<file path="config.mk">
export PLATFORM = sky130hd
export DESIGN_NAME = bus_idle_wait_control
export DESIGN_NICKNAME = d
export VERILOG_FILES = /design/src/include/bus_idle_wait_pkg.sv /design/src/core/bus_idle_wait_control.sv /design/src/core/idle_gap_calc.sv
export VERILOG_INCLUDE_DIRS = /design/src /design/src/include
export SDC_FILE = /design/constraint.sdc
export NUM_CORES = 1
export LEC_CHECK = 0
export BUFFER_PORTS_ARGS = -buffer_cell sky130_fd_sc_hd__buf_2
export CAP_MARGIN = 20
export CORE_MARGIN = 5
export CORE_UTILIZATION = 50
export CTS_BUF_LIST = sky130_fd_sc_hd__clkbuf_8
export DETAILED_ROUTE_END_ITERATION = 12
export PLACE_DENSITY = 0.71
export SKIP_LAST_GASP = 1
export SLEW_MARGIN = 5
export SYNTH_ARGS = -nofsm -noshare
export SYNTH_HDL_FRONTEND = slang
export SYNTH_SLANG_ARGS = --single-unit
</file>
<file path="constraint.sdc">
create_clock -name aclk -period 2.7 [get_ports aclk]
set_input_delay 0.405 -clock aclk [delete_from_list [all_inputs] [get_ports aclk]]
set_output_delay 0.405 -clock aclk [all_outputs]
set_load 0.05 [all_outputs]
</file>
<file path="src/include/bus_idle_wait_defines.svh">
// Purpose: Offsets, field positions, reset values and cycle counts of the idle/wait controller
// Assumes: Included by the package and by every design file
// Notes:   Definitions only
`ifndef BUS_IDLE_WAIT_DEFINES_SVH
`define BUS_IDLE_WAIT_DEFINES_SVH

// Register byte addresses on the control bus
`define AXI_ADDR_W          12
`define IDLE_CTRL_OFFSET    12'h000
`define WAIT_CTRL_OFFSET    12'h004
`define STATUS_OFFSET       12'h008

// Reset values and writable-bit masks
`define IDLE_CTRL_RESET     32'h77777777
`define IDLE_CTRL_MASK      32'h77777777
`define WAIT_CTRL_RESET     32'hfffeefff
`define WAIT_CTRL_MASK      32'hfffeefff

// Field positions
`define DMA_IDLE_LSB        28
`define A6_FIRST_WAIT_LSB   29
`define A6_BURST_PITCH_LSB  26
`define AREA6               3'h6
`define AREA_NONE           3'h7

// Cycle counts for the upper half of the three-bit idle/wait code
`define CODE4_CYCLES        4'h6
`define CODE5_CYCLES        4'h9
`define CODE6_CYCLES        4'hc
`define CODE7_CYCLES        4'hf

// Bus responses
`define RESP_OKAY           2'h0
`define RESP_SLVERR         2'h2

`endif

</file>
<file path="src/include/bus_idle_wait_pkg.sv">
// Purpose: Types and the shared code decoder of the idle/wait controller
// Assumes: bus_idle_wait_defines.svh on the include path
// Notes:   Numbers live in the header, types live here
`include "bus_idle_wait_defines.svh"
package bus_idle_wait_pkg;

  typedef logic [3:0] cnt_t;

  // One external bus cycle as offered by the bus sequencer
  typedef struct packed {
    logic [2:0] area;            // External area 0..6
    logic       write;           // High for write; for single DMA, write means device to memory
    logic       dma_single;      // Single-address DMA; dual-address DMA comes in as zero
    logic [1:0] dma_dev;         // Which acknowledged device (dma_ack_strobe channel)
    logic       muxed_addr_data_bus;             // Area uses muxed_addr_data_bus
    logic       sdram_pipe_idle; // SDRAM pipeline asks for a same-area idle
    logic [2:0] burst_beats;     // Data accesses after the first
  } bus_cycle_t;

  typedef enum logic [1:0] {
    ST_IDLE   = 2'h0,
    ST_GAP    = 2'h1,
    ST_ACCESS = 2'h3,
    ST_BURST  = 2'h2
  } seq_state_t;

  // Three-bit code to cycles: 0,1,2,3,6,9,12,15
  function automatic cnt_t code_cycles(input logic [2:0] code);
    cnt_t r;
    r = {1'b0, code};
    unique case (code)
      3'h4: r = `CODE4_CYCLES;
      3'h5: r = `CODE5_CYCLES;
      3'h6: r = `CODE6_CYCLES;
      3'h7: r = `CODE7_CYCLES;
      default: r = {1'b0, code};
    endcase
    return r;
  endfunction

endpackage

</file>
<file path="src/core/bus_idle_wait_control.sv">
// Purpose: Inter-cycle idle and area 6 wait/burst timing for the external bus
// Assumes: AXI4-Lite register access; cycle requests from same-clock logic
// Notes:   Registers load defaults on aresetn only; manual reset and standby keep them
// Behaviour
// - DMA field idles after acknowledged device cycles
// - DMA field only for single-address DMA
// - Per-area three-bit idle field at 4n
// - Codes decode to 0,1,2,3,6,9,12,15 cycles
// - Read: idle before write or other area
// - DMA write: DMA idle unless same-area same-device DMA write
// - Muxed bus: at least one idle cycle after a processor read
// - Dual-address DMA counts as processor cycle
// - Muxed write then same area: idle wait
// - Zero field means no idle wait before a non-muxed cycle
// - Idle fields reset to fifteen cycles
// - Wait register resets only on power-on
// - Area 6 first wait decoded, ready optional
// - Area 6 burst pitch equals code value
//
// Register access over AXI4-Lite and the placing of the registers were chosen for this implementation.
`include "bus_idle_wait_defines.svh"
`timescale 1ns/10ps
`default_nettype none
module bus_idle_wait_control
  import bus_idle_wait_pkg::*;
(
  input  wire logic                   aclk,
  input  wire logic                   aresetn,
  input  wire logic [`AXI_ADDR_W-1:0] awaddr,
  input  wire logic                   awvalid,
  output logic                        awready,
  input  wire logic [31:0]            wdata,
  input  wire logic [3:0]             wstrb,
  input  wire logic                   wvalid,
  output logic                        wready,
  output logic [1:0]                  bresp,
  output logic                        bvalid,
  input  wire logic                   bready,
  input  wire logic [`AXI_ADDR_W-1:0] araddr,
  input  wire logic                   arvalid,
  output logic                        arready,
  output logic [31:0]                 rdata,
  output logic [1:0]                  rresp,
  output logic                        rvalid,
  input  wire logic                   rready,
  input  wire logic                   manual_reset_n,
  input  wire logic                   standby,
  input  wire logic                   cyc_valid,
  input  wire bus_cycle_t             cyc,
  output logic                        cyc_ready,
  input  wire logic                   ext_ready_n,
  output logic                        gap_active,
  output logic                        access_active,
  output logic                        beat_done,
  output logic                        cycle_done
);

  localparam int ACC_MAX = 24;

  // Register file and bus slave state
  logic [31:0]            idle_ctrl, next_idle_ctrl;
  logic [31:0]            wait_ctrl, next_wait_ctrl;
  logic                   aw_held, next_aw_held;
  logic [`AXI_ADDR_W-1:0] aw_addr_q, next_aw_addr;
  logic                   w_held, next_w_held;
  logic [31:0]            w_data_q, next_w_data;
  logic [3:0]             w_strb_q, next_w_strb;
  logic                   next_awready, next_wready, next_arready;
  logic                   next_bvalid, next_rvalid;
  logic [1:0]             next_bresp, next_rresp;
  logic [31:0]            next_rdata;
  logic                   do_write;

  // Sequencer state
  seq_state_t             state, next_state;
  cnt_t                   cnt, next_cnt;
  logic [2:0]             beats, next_beats;
  logic                   honour, next_honour;
  bus_cycle_t             cur, next_cur;
  bus_cycle_t             prev, next_prev;
  logic                   prev_valid, next_prev_valid;
  cnt_t                   last_gap, next_last_gap;
  logic                   next_cyc_ready, next_gap_active, next_access_active;
  logic                   next_beat_done, next_cycle_done;
  logic                   rdy_meta, rdy_sync;
  logic [3:0]             gap_calc;
  logic                   accept;
  cnt_t                   first_wait;
  logic                   first_honour;
  logic [2:0]             pitch_code;

  // Byte-lane merge of a write into a register
  function automatic logic [31:0] merge(input logic [31:0] old, input logic [31:0] nw,
                                        input logic [3:0] strb, input logic [31:0] mask);
    logic [31:0] r;
    r = old;
    for (int i = 0; i < 4; i++) begin
      if (strb[i]) begin
        r[i*8 +: 8] = nw[i*8 +: 8];
      end
    end
    return r & mask;
  endfunction

  // Read mux; unmapped addresses read as zero
  function automatic logic [31:0] read_mux(input logic [`AXI_ADDR_W-1:0] a,
                                           input logic [31:0] ic, input logic [31:0] wc,
                                           input logic [31:0] st);
    logic [31:0] r;
    r = 32'h0;
    unique case ({a[`AXI_ADDR_W-1:2], 2'h0})
      `IDLE_CTRL_OFFSET: r = ic;
      `WAIT_CTRL_OFFSET: r = wc;
      `STATUS_OFFSET:    r = st;
      default:           r = 32'h0;
    endcase
    return r;
  endfunction

  function automatic logic mapped(input logic [`AXI_ADDR_W-1:0] a);
    logic [`AXI_ADDR_W-1:0] w;
    w = {a[`AXI_ADDR_W-1:2], 2'h0};
    return (w == `IDLE_CTRL_OFFSET) || (w == `WAIT_CTRL_OFFSET) || (w == `STATUS_OFFSET);
  endfunction

  // Ready pin synchroniser
  always_ff @(posedge aclk) begin
    if (!aresetn) begin
      rdy_meta <= 1'b0;
      rdy_sync <= 1'b0;
    end else begin
      rdy_meta <= ext_ready_n;
      rdy_sync <= rdy_meta;
    end
  end

  // Idle count owed before the offered cycle
  idle_gap_calc u_gap (
    .idle_ctrl  (idle_ctrl),
    .prev_valid (prev_valid),
    .prev       (prev),
    .nxt        (cyc),
    .gap        (gap_calc)
  );

  // Area 6 wait and pitch; other areas carry no waits here
  assign first_wait   = (cyc.area == `AREA6) ?
                        code_cycles(wait_ctrl[`A6_FIRST_WAIT_LSB +: 3]) : 4'h0;
  assign first_honour = (cyc.area == `AREA6) &&
                        (wait_ctrl[`A6_FIRST_WAIT_LSB +: 3] != 3'h0);
  assign pitch_code   = (cur.area == `AREA6) ? wait_ctrl[`A6_BURST_PITCH_LSB +: 3] : 3'h0;
  assign accept       = cyc_valid && cyc_ready;
  assign do_write     = aw_held && w_held && !bvalid;

  // Bus slave next state: address and data taken in either order
  always_comb begin
    next_aw_held   = aw_held;
    next_aw_addr   = aw_addr_q;
    next_w_held    = w_held;
    next_w_data    = w_data_q;
    next_w_strb    = w_strb_q;
    next_bvalid    = bvalid;
    next_bresp     = bresp;
    next_rvalid    = rvalid;
    next_rdata     = rdata;
    next_rresp     = rresp;
    next_idle_ctrl = idle_ctrl;
    next_wait_ctrl = wait_ctrl;
    if (awvalid && awready) begin
      next_aw_held = 1'b1;
      next_aw_addr = awaddr;
    end
    if (wvalid && wready) begin
      next_w_held = 1'b1;
      next_w_data = wdata;
      next_w_strb = wstrb;
    end
    if (do_write) begin
      next_aw_held = 1'b0;
      next_w_held  = 1'b0;
      next_bvalid  = 1'b1;
      next_bresp   = mapped(aw_addr_q) ? `RESP_OKAY : `RESP_SLVERR;
      if ({aw_addr_q[`AXI_ADDR_W-1:2], 2'h0} == `IDLE_CTRL_OFFSET) begin
        next_idle_ctrl = merge(idle_ctrl, w_data_q, w_strb_q, `IDLE_CTRL_MASK);
      end
      if ({aw_addr_q[`AXI_ADDR_W-1:2], 2'h0} == `WAIT_CTRL_OFFSET) begin
        next_wait_ctrl = merge(wait_ctrl, w_data_q, w_strb_q, `WAIT_CTRL_MASK);
      end
    end else if (bvalid && bready) begin
      next_bvalid = 1'b0;
    end
    if (arvalid && arready) begin
      next_rvalid = 1'b1;
      next_rdata  = read_mux(araddr, idle_ctrl, wait_ctrl,
                             {18'h0, rdy_sync, prev_valid, last_gap, cnt, 2'h0, state});
      next_rresp  = mapped(araddr) ? `RESP_OKAY : `RESP_SLVERR;
    end else if (rvalid && rready) begin
      next_rvalid = 1'b0;
    end
    next_awready = !next_aw_held && !next_bvalid;
    next_wready  = !next_w_held && !next_bvalid;
    next_arready = !next_rvalid;
  end

  // Bus slave registers; only power-on reset touches the control registers
  always_ff @(posedge aclk) begin
    if (!aresetn) begin
      idle_ctrl <= `IDLE_CTRL_RESET;
      wait_ctrl <= `WAIT_CTRL_RESET;
      aw_held   <= 1'b0;
      aw_addr_q <= 12'h0;
      w_held    <= 1'b0;
      w_data_q  <= 32'h0;
      w_strb_q  <= 4'h0;
      awready   <= 1'b0;
      wready    <= 1'b0;
      arready   <= 1'b0;
      bvalid    <= 1'b0;
      bresp     <= `RESP_OKAY;
      rvalid    <= 1'b0;
      rdata     <= 32'h0;
      rresp     <= `RESP_OKAY;
    end else begin
      idle_ctrl <= next_idle_ctrl;
      wait_ctrl <= next_wait_ctrl;
      aw_held   <= next_aw_held;
      aw_addr_q <= next_aw_addr;
      w_held    <= next_w_held;
      w_data_q  <= next_w_data;
      w_strb_q  <= next_w_strb;
      awready   <= next_awready;
      wready    <= next_wready;
      arready   <= next_arready;
      bvalid    <= next_bvalid;
      bresp     <= next_bresp;
      rvalid    <= next_rvalid;
      rdata     <= next_rdata;
      rresp     <= next_rresp;
    end
  end

  // Sequencer: idle gap, first access with waits, then burst beats
  always_comb begin
    next_state      = state;
    next_cnt        = cnt;
    next_beats      = beats;
    next_honour     = honour;
    next_cur        = cur;
    next_prev       = prev;
    next_prev_valid = prev_valid;
    next_last_gap   = last_gap;
    next_beat_done  = 1'b0;
    next_cycle_done = 1'b0;
    unique case (state)
      ST_IDLE: begin
        if (accept) begin
          next_cur      = cyc;
          next_beats    = cyc.burst_beats;
          next_last_gap = gap_calc;
          next_honour   = first_honour;
          if (gap_calc != 4'h0) begin
            next_state = ST_GAP;
            next_cnt   = gap_calc;
          end else begin
            next_state = ST_ACCESS;
            next_cnt   = first_wait;
          end
        end
      end
      ST_GAP: begin
        if (cnt == 4'h1) begin
          next_state  = ST_ACCESS;
          next_cnt    = (cur.area == `AREA6) ?
                        code_cycles(wait_ctrl[`A6_FIRST_WAIT_LSB +: 3]) : 4'h0;
          next_honour = (cur.area == `AREA6) && (wait_ctrl[`A6_FIRST_WAIT_LSB +: 3] != 3'h0);
        end else begin
          next_cnt = cnt - 4'h1;
        end
      end
      ST_ACCESS, ST_BURST: begin
        if (cnt != 4'h0) begin
          next_cnt = cnt - 4'h1;
        end else if (honour && rdy_sync) begin
          next_cnt = 4'h0;
        end else begin
          next_beat_done = 1'b1;
          if (beats != 3'h0) begin
            next_state  = ST_BURST;
            next_beats  = beats - 3'h1;
            next_cnt    = {1'b0, pitch_code};
            next_honour = (pitch_code != 3'h0);
          end else begin
            next_state      = ST_IDLE;
            next_cycle_done = 1'b1;
            next_prev       = cur;
            next_prev_valid = 1'b1;
          end
        end
      end
    endcase
    if (!manual_reset_n) begin
      next_state      = ST_IDLE;
      next_cnt        = 4'h0;
      next_prev_valid = 1'b0;
      next_beat_done  = 1'b0;
      next_cycle_done = 1'b0;
    end
    next_cyc_ready     = (next_state == ST_IDLE) && !standby && manual_reset_n;
    next_gap_active    = (next_state == ST_GAP);
    next_access_active = (next_state == ST_ACCESS) || (next_state == ST_BURST);
  end

  // Sequencer registers
  always_ff @(posedge aclk) begin
    if (!aresetn) begin
      state         <= ST_IDLE;
      cnt           <= 4'h0;
      beats         <= 3'h0;
      honour        <= 1'b0;
      cur           <= '0;
      prev          <= '0;
      prev_valid    <= 1'b0;
      last_gap      <= 4'h0;
      cyc_ready     <= 1'b0;
      gap_active    <= 1'b0;
      access_active <= 1'b0;
      beat_done     <= 1'b0;
      cycle_done    <= 1'b0;
    end else begin
      state         <= next_state;
      cnt           <= next_cnt;
      beats         <= next_beats;
      honour        <= next_honour;
      cur           <= next_cur;
      prev          <= next_prev;
      prev_valid    <= next_prev_valid;
      last_gap      <= next_last_gap;
      cyc_ready     <= next_cyc_ready;
      gap_active    <= next_gap_active;
      access_active <= next_access_active;
      beat_done     <= next_beat_done;
      cycle_done    <= next_cycle_done;
    end
  end

  // Checks on reset, gaps and access timing
  idle_reset_a: assert property (@(posedge aclk) !aresetn |=> idle_ctrl == 32'h77777777)
    else $error("idle control reset value wrong");
  manual_keep_a: assert property (@(posedge aclk) disable iff (!aresetn)
    (!manual_reset_n && !do_write) |=> ($stable(idle_ctrl) && $stable(wait_ctrl)))
    else $error("manual reset altered control registers");
  gap_enter_a: assert property (@(posedge aclk) disable iff (!aresetn || !manual_reset_n)
    (accept && gap_calc != 4'h0) |=> (gap_active && cnt == $past(gap_calc)))
    else $error("idle gap not started with computed length");
  gap_len_a: assert property (@(posedge aclk) disable iff (!aresetn || !manual_reset_n)
    (accept && gap_calc == 4'h3) |=> gap_active [*3] ##1 access_active)
    else $error("three-cycle gap has wrong length");
  nogap_a: assert property (@(posedge aclk) disable iff (!aresetn || !manual_reset_n)
    (accept && gap_calc == 4'h0) |=> (access_active && !gap_active))
    else $error("zero gap still inserted idle");
  mpx_min_a: assert property (@(posedge aclk) disable iff (!aresetn || !manual_reset_n)
    (accept && cyc.muxed_addr_data_bus && prev_valid && !prev.write && !prev.dma_single) |=> gap_active)
    else $error("muxed access after read lacks idle cycle");
  dual_dma_a: assert property (@(posedge aclk) disable iff (!aresetn || !manual_reset_n)
    (accept && prev_valid && !prev.dma_single && prev.write && cyc.area == prev.area
     && !cyc.muxed_addr_data_bus && !cyc.sdram_pipe_idle) |=> !gap_active)
    else $error("same-area cycle after write got an idle gap");
  dma_write_a: assert property (@(posedge aclk) disable iff (!aresetn || !manual_reset_n)
    (accept && prev_valid && prev.dma_single && prev.write && !cyc.write
     && idle_ctrl[`DMA_IDLE_LSB +: 3] == 3'h2) |=> (gap_active && cnt == 4'h2))
    else $error("DMA field gap missing after device write");
  ready_ext_a: assert property (@(posedge aclk) disable iff (!aresetn || !manual_reset_n)
    (access_active && cnt == 4'h0 && honour && rdy_sync) |=> (access_active && !beat_done))
    else $error("access ended while ready pin said not ready");
  first_wait_a: assert property (@(posedge aclk) disable iff (!aresetn || !manual_reset_n)
    (accept && gap_calc == 4'h0 && cyc.area == `AREA6
     && wait_ctrl[`A6_FIRST_WAIT_LSB +: 3] == 3'h4) |=> cnt == 4'h6)
    else $error("area 6 first wait code 4 not six cycles");
  pitch_a: assert property (@(posedge aclk) disable iff (!aresetn || !manual_reset_n)
    (access_active && cnt == 4'h0 && !(honour && rdy_sync) && beats != 3'h0)
    |=> (state == ST_BURST && cnt == {1'b0, $past(pitch_code)}))
    else $error("burst pitch not loaded from code");
  done_bound_a: assert property (@(posedge aclk) disable iff (!aresetn || !manual_reset_n)
    (accept && !first_honour && cyc.burst_beats == 3'h0) |-> ##[1:ACC_MAX] cycle_done)
    else $error("single access did not finish in time");

  gap_seen_c: cover property (@(posedge aclk) disable iff (!aresetn) accept ##1 gap_active [*4]);
  burst_c:    cover property (@(posedge aclk) disable iff (!aresetn) state == ST_BURST ##1 beat_done);
  ext_c:      cover property (@(posedge aclk) disable iff (!aresetn) honour && rdy_sync && cnt == 4'h0);
  wr_c:       cover property (@(posedge aclk) disable iff (!aresetn) bvalid && bready);

endmodule
`default_nettype wire

</file>
<file path="src/core/idle_gap_calc.sv">
// Purpose: Idle cycles owed between the previous and the next external cycle
// Assumes: Purely combinational, fed from registered state
// Notes:   Dual-address DMA arrives with dma_single low and is handled like a processor cycle
`include "bus_idle_wait_defines.svh"
`timescale 1ns/10ps
`default_nettype none
module idle_gap_calc
  import bus_idle_wait_pkg::*;
(
  input  wire logic [31:0] idle_ctrl,
  input  wire logic        prev_valid,
  input  wire bus_cycle_t  prev,
  input  wire bus_cycle_t  nxt,
  output logic [3:0]       gap
);

  logic       same_area;
  logic       same_dev;
  logic [2:0] area_code;
  cnt_t       m_cycles;
  cnt_t       d_cycles;

  // Field of the area being left, and the DMA device field
  assign same_area = (prev.area == nxt.area);
  assign same_dev  = (prev.dma_dev == nxt.dma_dev);
  assign area_code = (prev.area == `AREA_NONE) ? 3'h0 :
                     idle_ctrl[{prev.area, 2'h0} +: 3];
  assign m_cycles  = code_cycles(area_code);
  assign d_cycles  = code_cycles(idle_ctrl[`DMA_IDLE_LSB +: 3]);

  // Choose the idle count from the preceding and following cycle kinds
  always_comb begin
    gap = 4'h0;
    if (prev_valid) begin
      if (prev.dma_single && prev.write) begin
        // Device to memory: DMA field before anything but same-area, same-device DMA write
        if (!(nxt.dma_single && nxt.write && same_area && same_dev)) begin
          gap = d_cycles;
        end
        if (nxt.muxed_addr_data_bus && !same_area && (gap == 4'h0)) begin
          gap = 4'h1;
        end
      end else if (!prev.write) begin
        // Read, single DMA read or dual DMA read: area field as for a processor read; after a single DMA read only, DMA field before same-device DMA write
        if (!same_area || nxt.write) begin
          gap = m_cycles;
        end
        if (prev.dma_single && nxt.dma_single && nxt.write && same_dev) begin
          gap = d_cycles;
        end
        if (nxt.muxed_addr_data_bus && (!prev.dma_single || !same_area) && (gap == 4'h0)) begin
          gap = 4'h1;
        end
      end else begin
        // Write: area field only on leaving the area, or same-area muxed/SDRAM cases
        if (!same_area) begin
          gap = m_cycles;
        end else if (nxt.muxed_addr_data_bus || nxt.sdram_pipe_idle) begin
          gap = m_cycles;
        end
      end
    end
  end

endmodule
`default_nettype wire

</file>
==> After elaboration in Yosys (flattened, before gate mapping) <==
Index checks and enable logic that the tools add are counted.
{ "classes": {"add_sub_neg": 2, "n_eq_ne": 34, "n_shift": 1, "mux": 61, "bitwise_logic": 6, "reduce_logical": 71} }
{ "ops": {"columns": ["operator", "count"], "rows": [
  ["one-hot mux 32 bit (3 select lines)", 1],
  ["two-way mux 4 bit", 23],
  ["one-hot mux 4 bit (4 select lines)", 3],
  ["== test 3 bit, second input constant", 15],
  ["indexed part select 32 x 6 -> 3 bit", 1],
  ["logical AND 1 bit", 26],
  ["AND reduction 3 bit", 8],
  ["== test 10 x 1 -> 1 bit, second input constant", 2],
  ["== test 10 x 2 -> 1 bit, second input constant", 2],
  ["logical NOT 10 bit", 2],
  ["two-way mux 2 bit", 9],
  ["two-way mux 3 bit", 6],
  ["two-way mux 1 bit", 15],
  ["one-hot mux 4 bit (3 select lines)", 1],
  ["!= test 2 bit, second input constant", 5],
  ["AND reduction 5 bit", 2],
  ["nonzero test 3 bit", 3],
  ["== test 2 bit, second input constant", 4],
  ["logical NOT 1 bit", 8],
  ["logical NOT 4 bit", 2],
  ["logical OR 1 bit", 8],
  ["nonzero test 4 bit", 2],
  ["inverter 1 bit", 6],
  ["one-hot mux 2 bit (3 select lines)", 1],
  ["16 further kinds", 20]
]} }
{ "word_totals": {"reg_bits": 181, "out_inout_bits": 46} }

==> Logic depth before layout (Yosys ltp) <==
{ "depth": {"word_depth": 23, "depth_mapped": 10, "ltp_nobuf": 9} }

==> Hierarchy <==
From an unflattened synthesis, not the netlist that was laid out.
{ "hier_totals": {"cells_unflattened": 946, "hier_area_um2": 8330.5} }
{ "by_module_without_submodules": {"columns": ["module", "instances", "cells_each", "area_each_um2", "seq_area_each_um2"], "rows": [
  ["bus_idle_wait_control", 1, 861, 7583.5, 3743.6],
  ["idle_gap_calc", 1, 85, 747.0, 0.0]
]} }

==> Least setup slack after synthesis <==
No wires, ideal clock.
{ "synth_path": {"kind": "register to register", "startpoint": "register, netlist name cnt[1]", "endpoint": "register last_gap[2]", "setup_ns": 0.132, "arrival_ns": 2.060, "required_ns": 2.568, "path_slack_ns": 0.508, "path_stages_with_launch": 11, "n_path_buf": 1, "synth_period_minus_slack_ns": 2.192, "cell_sequence": "dfxtp_1 > inv_1 > ha_1 > or3b_1 > a2111o_1 > buf_4 > a21boi_4 > inv_1 > nor2_1 > nand3_1 > a21oi_1"} }
{ "synth_lines": {"columns": ["item", "line_no", "source"], "rows": [
  ["end signal: assignment", "bus_idle_wait_control.sv:337", "last_gap <= next_last_gap;"],
  ["end: declaration", "bus_idle_wait_control.sv:82", "cnt_t last_gap, next_last_gap;"]
]} }

==> Final worst setup path <==
{ "layout_path": {"startpoint": "register, netlist name prev[11]", "endpoint": "register cnt[1]"} }
{ "layout_between": {"elab_chain_cells": 19, "word_cells_on_any_way": 39, "classes_between": "6 x eq/ne; 1 x shift; 20 x mux; 12 x reduce/logical"} }
{ "layout_rtl": {"columns": ["item", "line_no", "source"], "rows": [
  ["indexed part select 32 x 6 -> 3 bit or == test 3 bit (tied branches)", null, null],
  ["two-way mux 3 bit", "idle_gap_calc.sv:26", "assign area_code = (prev.area == `AREA_NONE) ? 3'h0 :"],
  ["== test 3 bit", "bus_idle_wait_pkg.sv:31", "unique case (code)"],
  ["one-hot mux 4 bit (4 select lines)", "bus_idle_wait_pkg.sv:31", null],
  ["two-way mux 4 bit", "idle_gap_calc.sv:45", "if (!same_area || nxt.write) begin"],
  ["two-way mux 4 bit", "idle_gap_calc.sv:48", "if (prev.dma_single && nxt.dma_single && nxt.write && same_dev) begin"],
  ["two-way mux 4 bit", "idle_gap_calc.sv:43", "end else if (!prev.write) begin"],
  ["two-way mux 4 bit", "idle_gap_calc.sv:35", "if (prev.dma_single && prev.write) begin"],
  ["[3 not listed]", null, null],
  ["two-way mux 4 bit", "idle_gap_calc.sv:51", "if (nxt.muxed_addr_data_bus && (!prev.dma_single || !same_area) && (gap == 4'h0)) begin"],
  ["two-way mux 4 bit", "idle_gap_calc.sv:43", null],
  ["two-way mux 4 bit *", "idle_gap_calc.sv:35", null],
  ["two-way mux 4 bit *", "idle_gap_calc.sv:34", "if (prev_valid) begin"],
  ["nonzero test 4 bit", "bus_idle_wait_control.sv:261", "if (gap_calc != 4'h0) begin"],
  ["two-way mux 4 bit *", "bus_idle_wait_control.sv:261", null],
  ["two-way mux 4 bit *", "bus_idle_wait_control.sv:256", "if (accept) begin"],
  ["one-hot mux 4 bit (3 select lines) *", "bus_idle_wait_control.sv:254", "unique case (state)"],
  ["end signal: assignment", "bus_idle_wait_control.sv:331", "cnt <= next_cnt;"],
  ["end: declaration", "bus_idle_wait_control.sv:76", "cnt_t cnt, next_cnt;"]
]} }
Every way passes the cells marked *; elsewhere a longest branch is shown, timed or not. The select of a mux whose other input is x is not followed.
A chain may end at the register's enable or synchronous reset.

==> impl_results.md <==
* Outcome: complete, no violations
* M1 WL at 9.44 mm
* Core Region at 15,200 um2
* Fmax at 387 MHz
* Crit Path Max Fanout at 10
* Die height at 135 um
* RR Startpoint: prev[11]
* Share of layout cells above drive strength 1 at 18.5%
* R2R setup slack at 0.12 ns
* Worst EP arrival at 2.97 ns
* Cell Area, Synth at 7770 um2
* Vias at 6,817
* Setup crit end kind: flip-flop
* Register-to-Register Path Depth at 7
* Power, Total at 4.79 mW
* Top cell type's share of synthesized area at 45.6%
* RSZ-0062 raised after global routing: no
* Hold-fix buffers, CTS at 0
* Die area at 18,100 um2
* Max VDD drop at 310 uV
* Inserted Diodes at 0
* Clock sinks at 177
* IO Count at 129
* WL per Instance at 15.8 um
* Dominant synthesized flop cell: dfxtp_1
* CTS-repair resized insts at 0
* ANT nets after route at 0
* Post-Synthesis Cells at 941
* CTS tree: built
* DR top layer: met4
* Vias per cell at 5.49
* Area Overhead vs Synth at 14.3%
* CP required at 3.08 ns
* Final worst-path cycle share at 95.7%
* Cell variety after synth at 72
* First-pass GRT wire length at 32.3 mm
* Longest Clk Path Bufs at 2
* RePlAce Congestion at 0.919
* Clk_lat worst skew at 0.46 ns
* Register area share after synthesis at 45.6%
* Synth cell count leaders: 226 x nand2_1, 177 x dfxtp_1, 97 x a21oi_1
* Fin. Hold Viols at 0
* Slew margin rel. at 46.2%
* Via count of the first global-routing pass at 6,408
* Max cap viols at 0
* Ys Warns at 0
* Post-synth EDFFs at 0
* Cells on Worst Hold Path at 2
* Initial antenna violation count at 0
* Chip width at 135 um
* Final TNS setup at 0 ns
* Setup CP Type: flip-flop to flip-flop
* CP Launch Type: flip-flop
* DRT iter0 DRCs at 456
* DRT Pass-1 Iters at 6
* Worst setup path endpoint: cnt[1]
* Post-DP HPWL at 14.6 mm
* Drt total wl at 19.6 mm
* DRC viols at 0
* Final setup skew at 0.0130 ns
* Hold Crit Class: input pin to flip-flop
* Nets at 1,130
* Final Max Slew Viols at 0
* Final setup violation count at 0
* GRT Overall Usage at 21.9%
* Met3 wire len at 1.04 mm
* Met2 wire len at 8.95 mm
* Row count at 45
* Leakage power at 3.89 nW
* Postcts setup bufs at 0
* Area leader, netlist: dfxtp_1
* PwrDens at 540 nW/um2
* Min Tclk post-route at 2.58 ns
* Largest net degree at the start of global routing at 60
* WHS at 0.168 ns
* Asr flop ratio synth at 0%
* CTS Buf Count at 17
* Port Buffers at 122
* Root Driver: clkbuf_8
* Worst reg2reg path endpoint: cnt[1]
* Synth top area cells: dfxtp_1 46%, nand2_1 11%, mux2i_1 8.0%, a21oi_1 6.2%, nor2_1 3.9%
* Count leader, synth: nand2_1
* FF+latch count, synth at 177
* Least-Margin Pin Slew at 0.806 ns
* Fill cell count at 1,397
* Worst setup startpoint: prev[11]
* Initial core utilization at 51.1%
* Total grt overflow at 0
* H-tree depth at 4
* Min-delay src: ext_ready_n
* Post-Syn Area per Cell at 8.26 um2
* Worst-path clk slew at 0.09 ns
## routing by layer
layer | GRT usage [%] | vias up
met2 | 34.3 | 202
li1 | - | 3437
met1 | 30.4 | 3159
met3 | 5.14 | 19
met4 | 5.66 | 0
met5 | 0 | -
## final cells by class
class                           count  area [um2]  share of cell area (%)
Multi-Input combinational cell    690        3910                    44.0
Sequential cell                   177        3540                    39.9
Timing Repair Buffer              139         763                    8.59
Clock buffer                       21         289                    3.25
Tap cell                          188         235                    2.65
Clock inverter                     10        78.8                   0.887
Inverter                           17        63.8                   0.718
## power by group
| part | total, mW | internal (mW) | switching, mW |
|---|---|---|---|
| registers | 2.71 | 2.66 | 0.0414 |
| logic | 0.401 | 0.146 | 0.255 |
| clock network | 1.69 | 0.739 | 0.950 |
## worst max-delay path, stage by stage, from the launching register on
cell and delay [ns]:
dfxtp_1 0.67, mux2i_1 0.15, a221oi_1 0.34, o22ai_2 0.21, a21o_1 0.23, a221oi_1 0.51
nand3_1 0.16, a221oi_2 0.22
## worst min path at each step
stage | end | slack (ns)
after global routing | rdy_meta | 0.14
after detailed placement | rdy_sync | 0.43
final | rdy_meta | 0.17
after global placement | rdy_sync | 0.42
after CTS | rdy_meta | 0.15
after floorplan | rdy_sync | 0.41
## stage by stage
stage                     cell area, um2  util [%]  std cells  worst slack (ns)
after floorplan                     7770         -        942             0.508
after global routing                8880      58.4       1242           0.00919
final                               8880      58.4       1242             0.117
after global placement              8510      56.0       1211             0.268
after CTS                           8880      58.4       1242             0.199
after detailed placement            8510      56.0       1211             0.217
## logic make-up after synthesis
group                    Yosys count  share of synthesized area [%]
AO/OA/AOI/OAI                    191                           16.2
buffers and inverters             75                           4.20
flip-flops                       177                           45.6
adder cells (fa/ha/maj)            5                          0.805
AND/OR/NAND/NOR                  419                           23.4
XOR/XNOR                           9                           1.35
multiplexers                      64                           8.42
other                              1                         0.0483
## cells in the final DEF, fill, tap and decap left out, types with 5 or more instances in the layout
master,instances
a21oi_1,97
a22oi_1,18
a31oi_1,5
and2_0,5
and2_1,8
and3_1,6
buf_2,122
buf_4,15
clkbuf_8,21
clkinvlp_4,5
dfxtp_1,177
ha_1,5
inv_1,17
mux2i_1,62
nand2_1,226
nand2b_1,6
nand3_1,46
nor2_1,80
nor2b_1,7
nor3_1,9
nor4_1,6
o211ai_1,6
o21ai_0,18
o22ai_1,5
xnor2_1,6
## sequential cells by signal, summed over array words and instances, names as in the netlist, 3 cells and up
name and cells:
w_strb_q 4, beats 3, cur 7, idle_ctrl 24, aw_addr_q 10, rdata 32
prev 7, w_data_q 32, last_gap 4, wait_ctrl 30, cnt 4
Power figures use the tool's default switching activity.
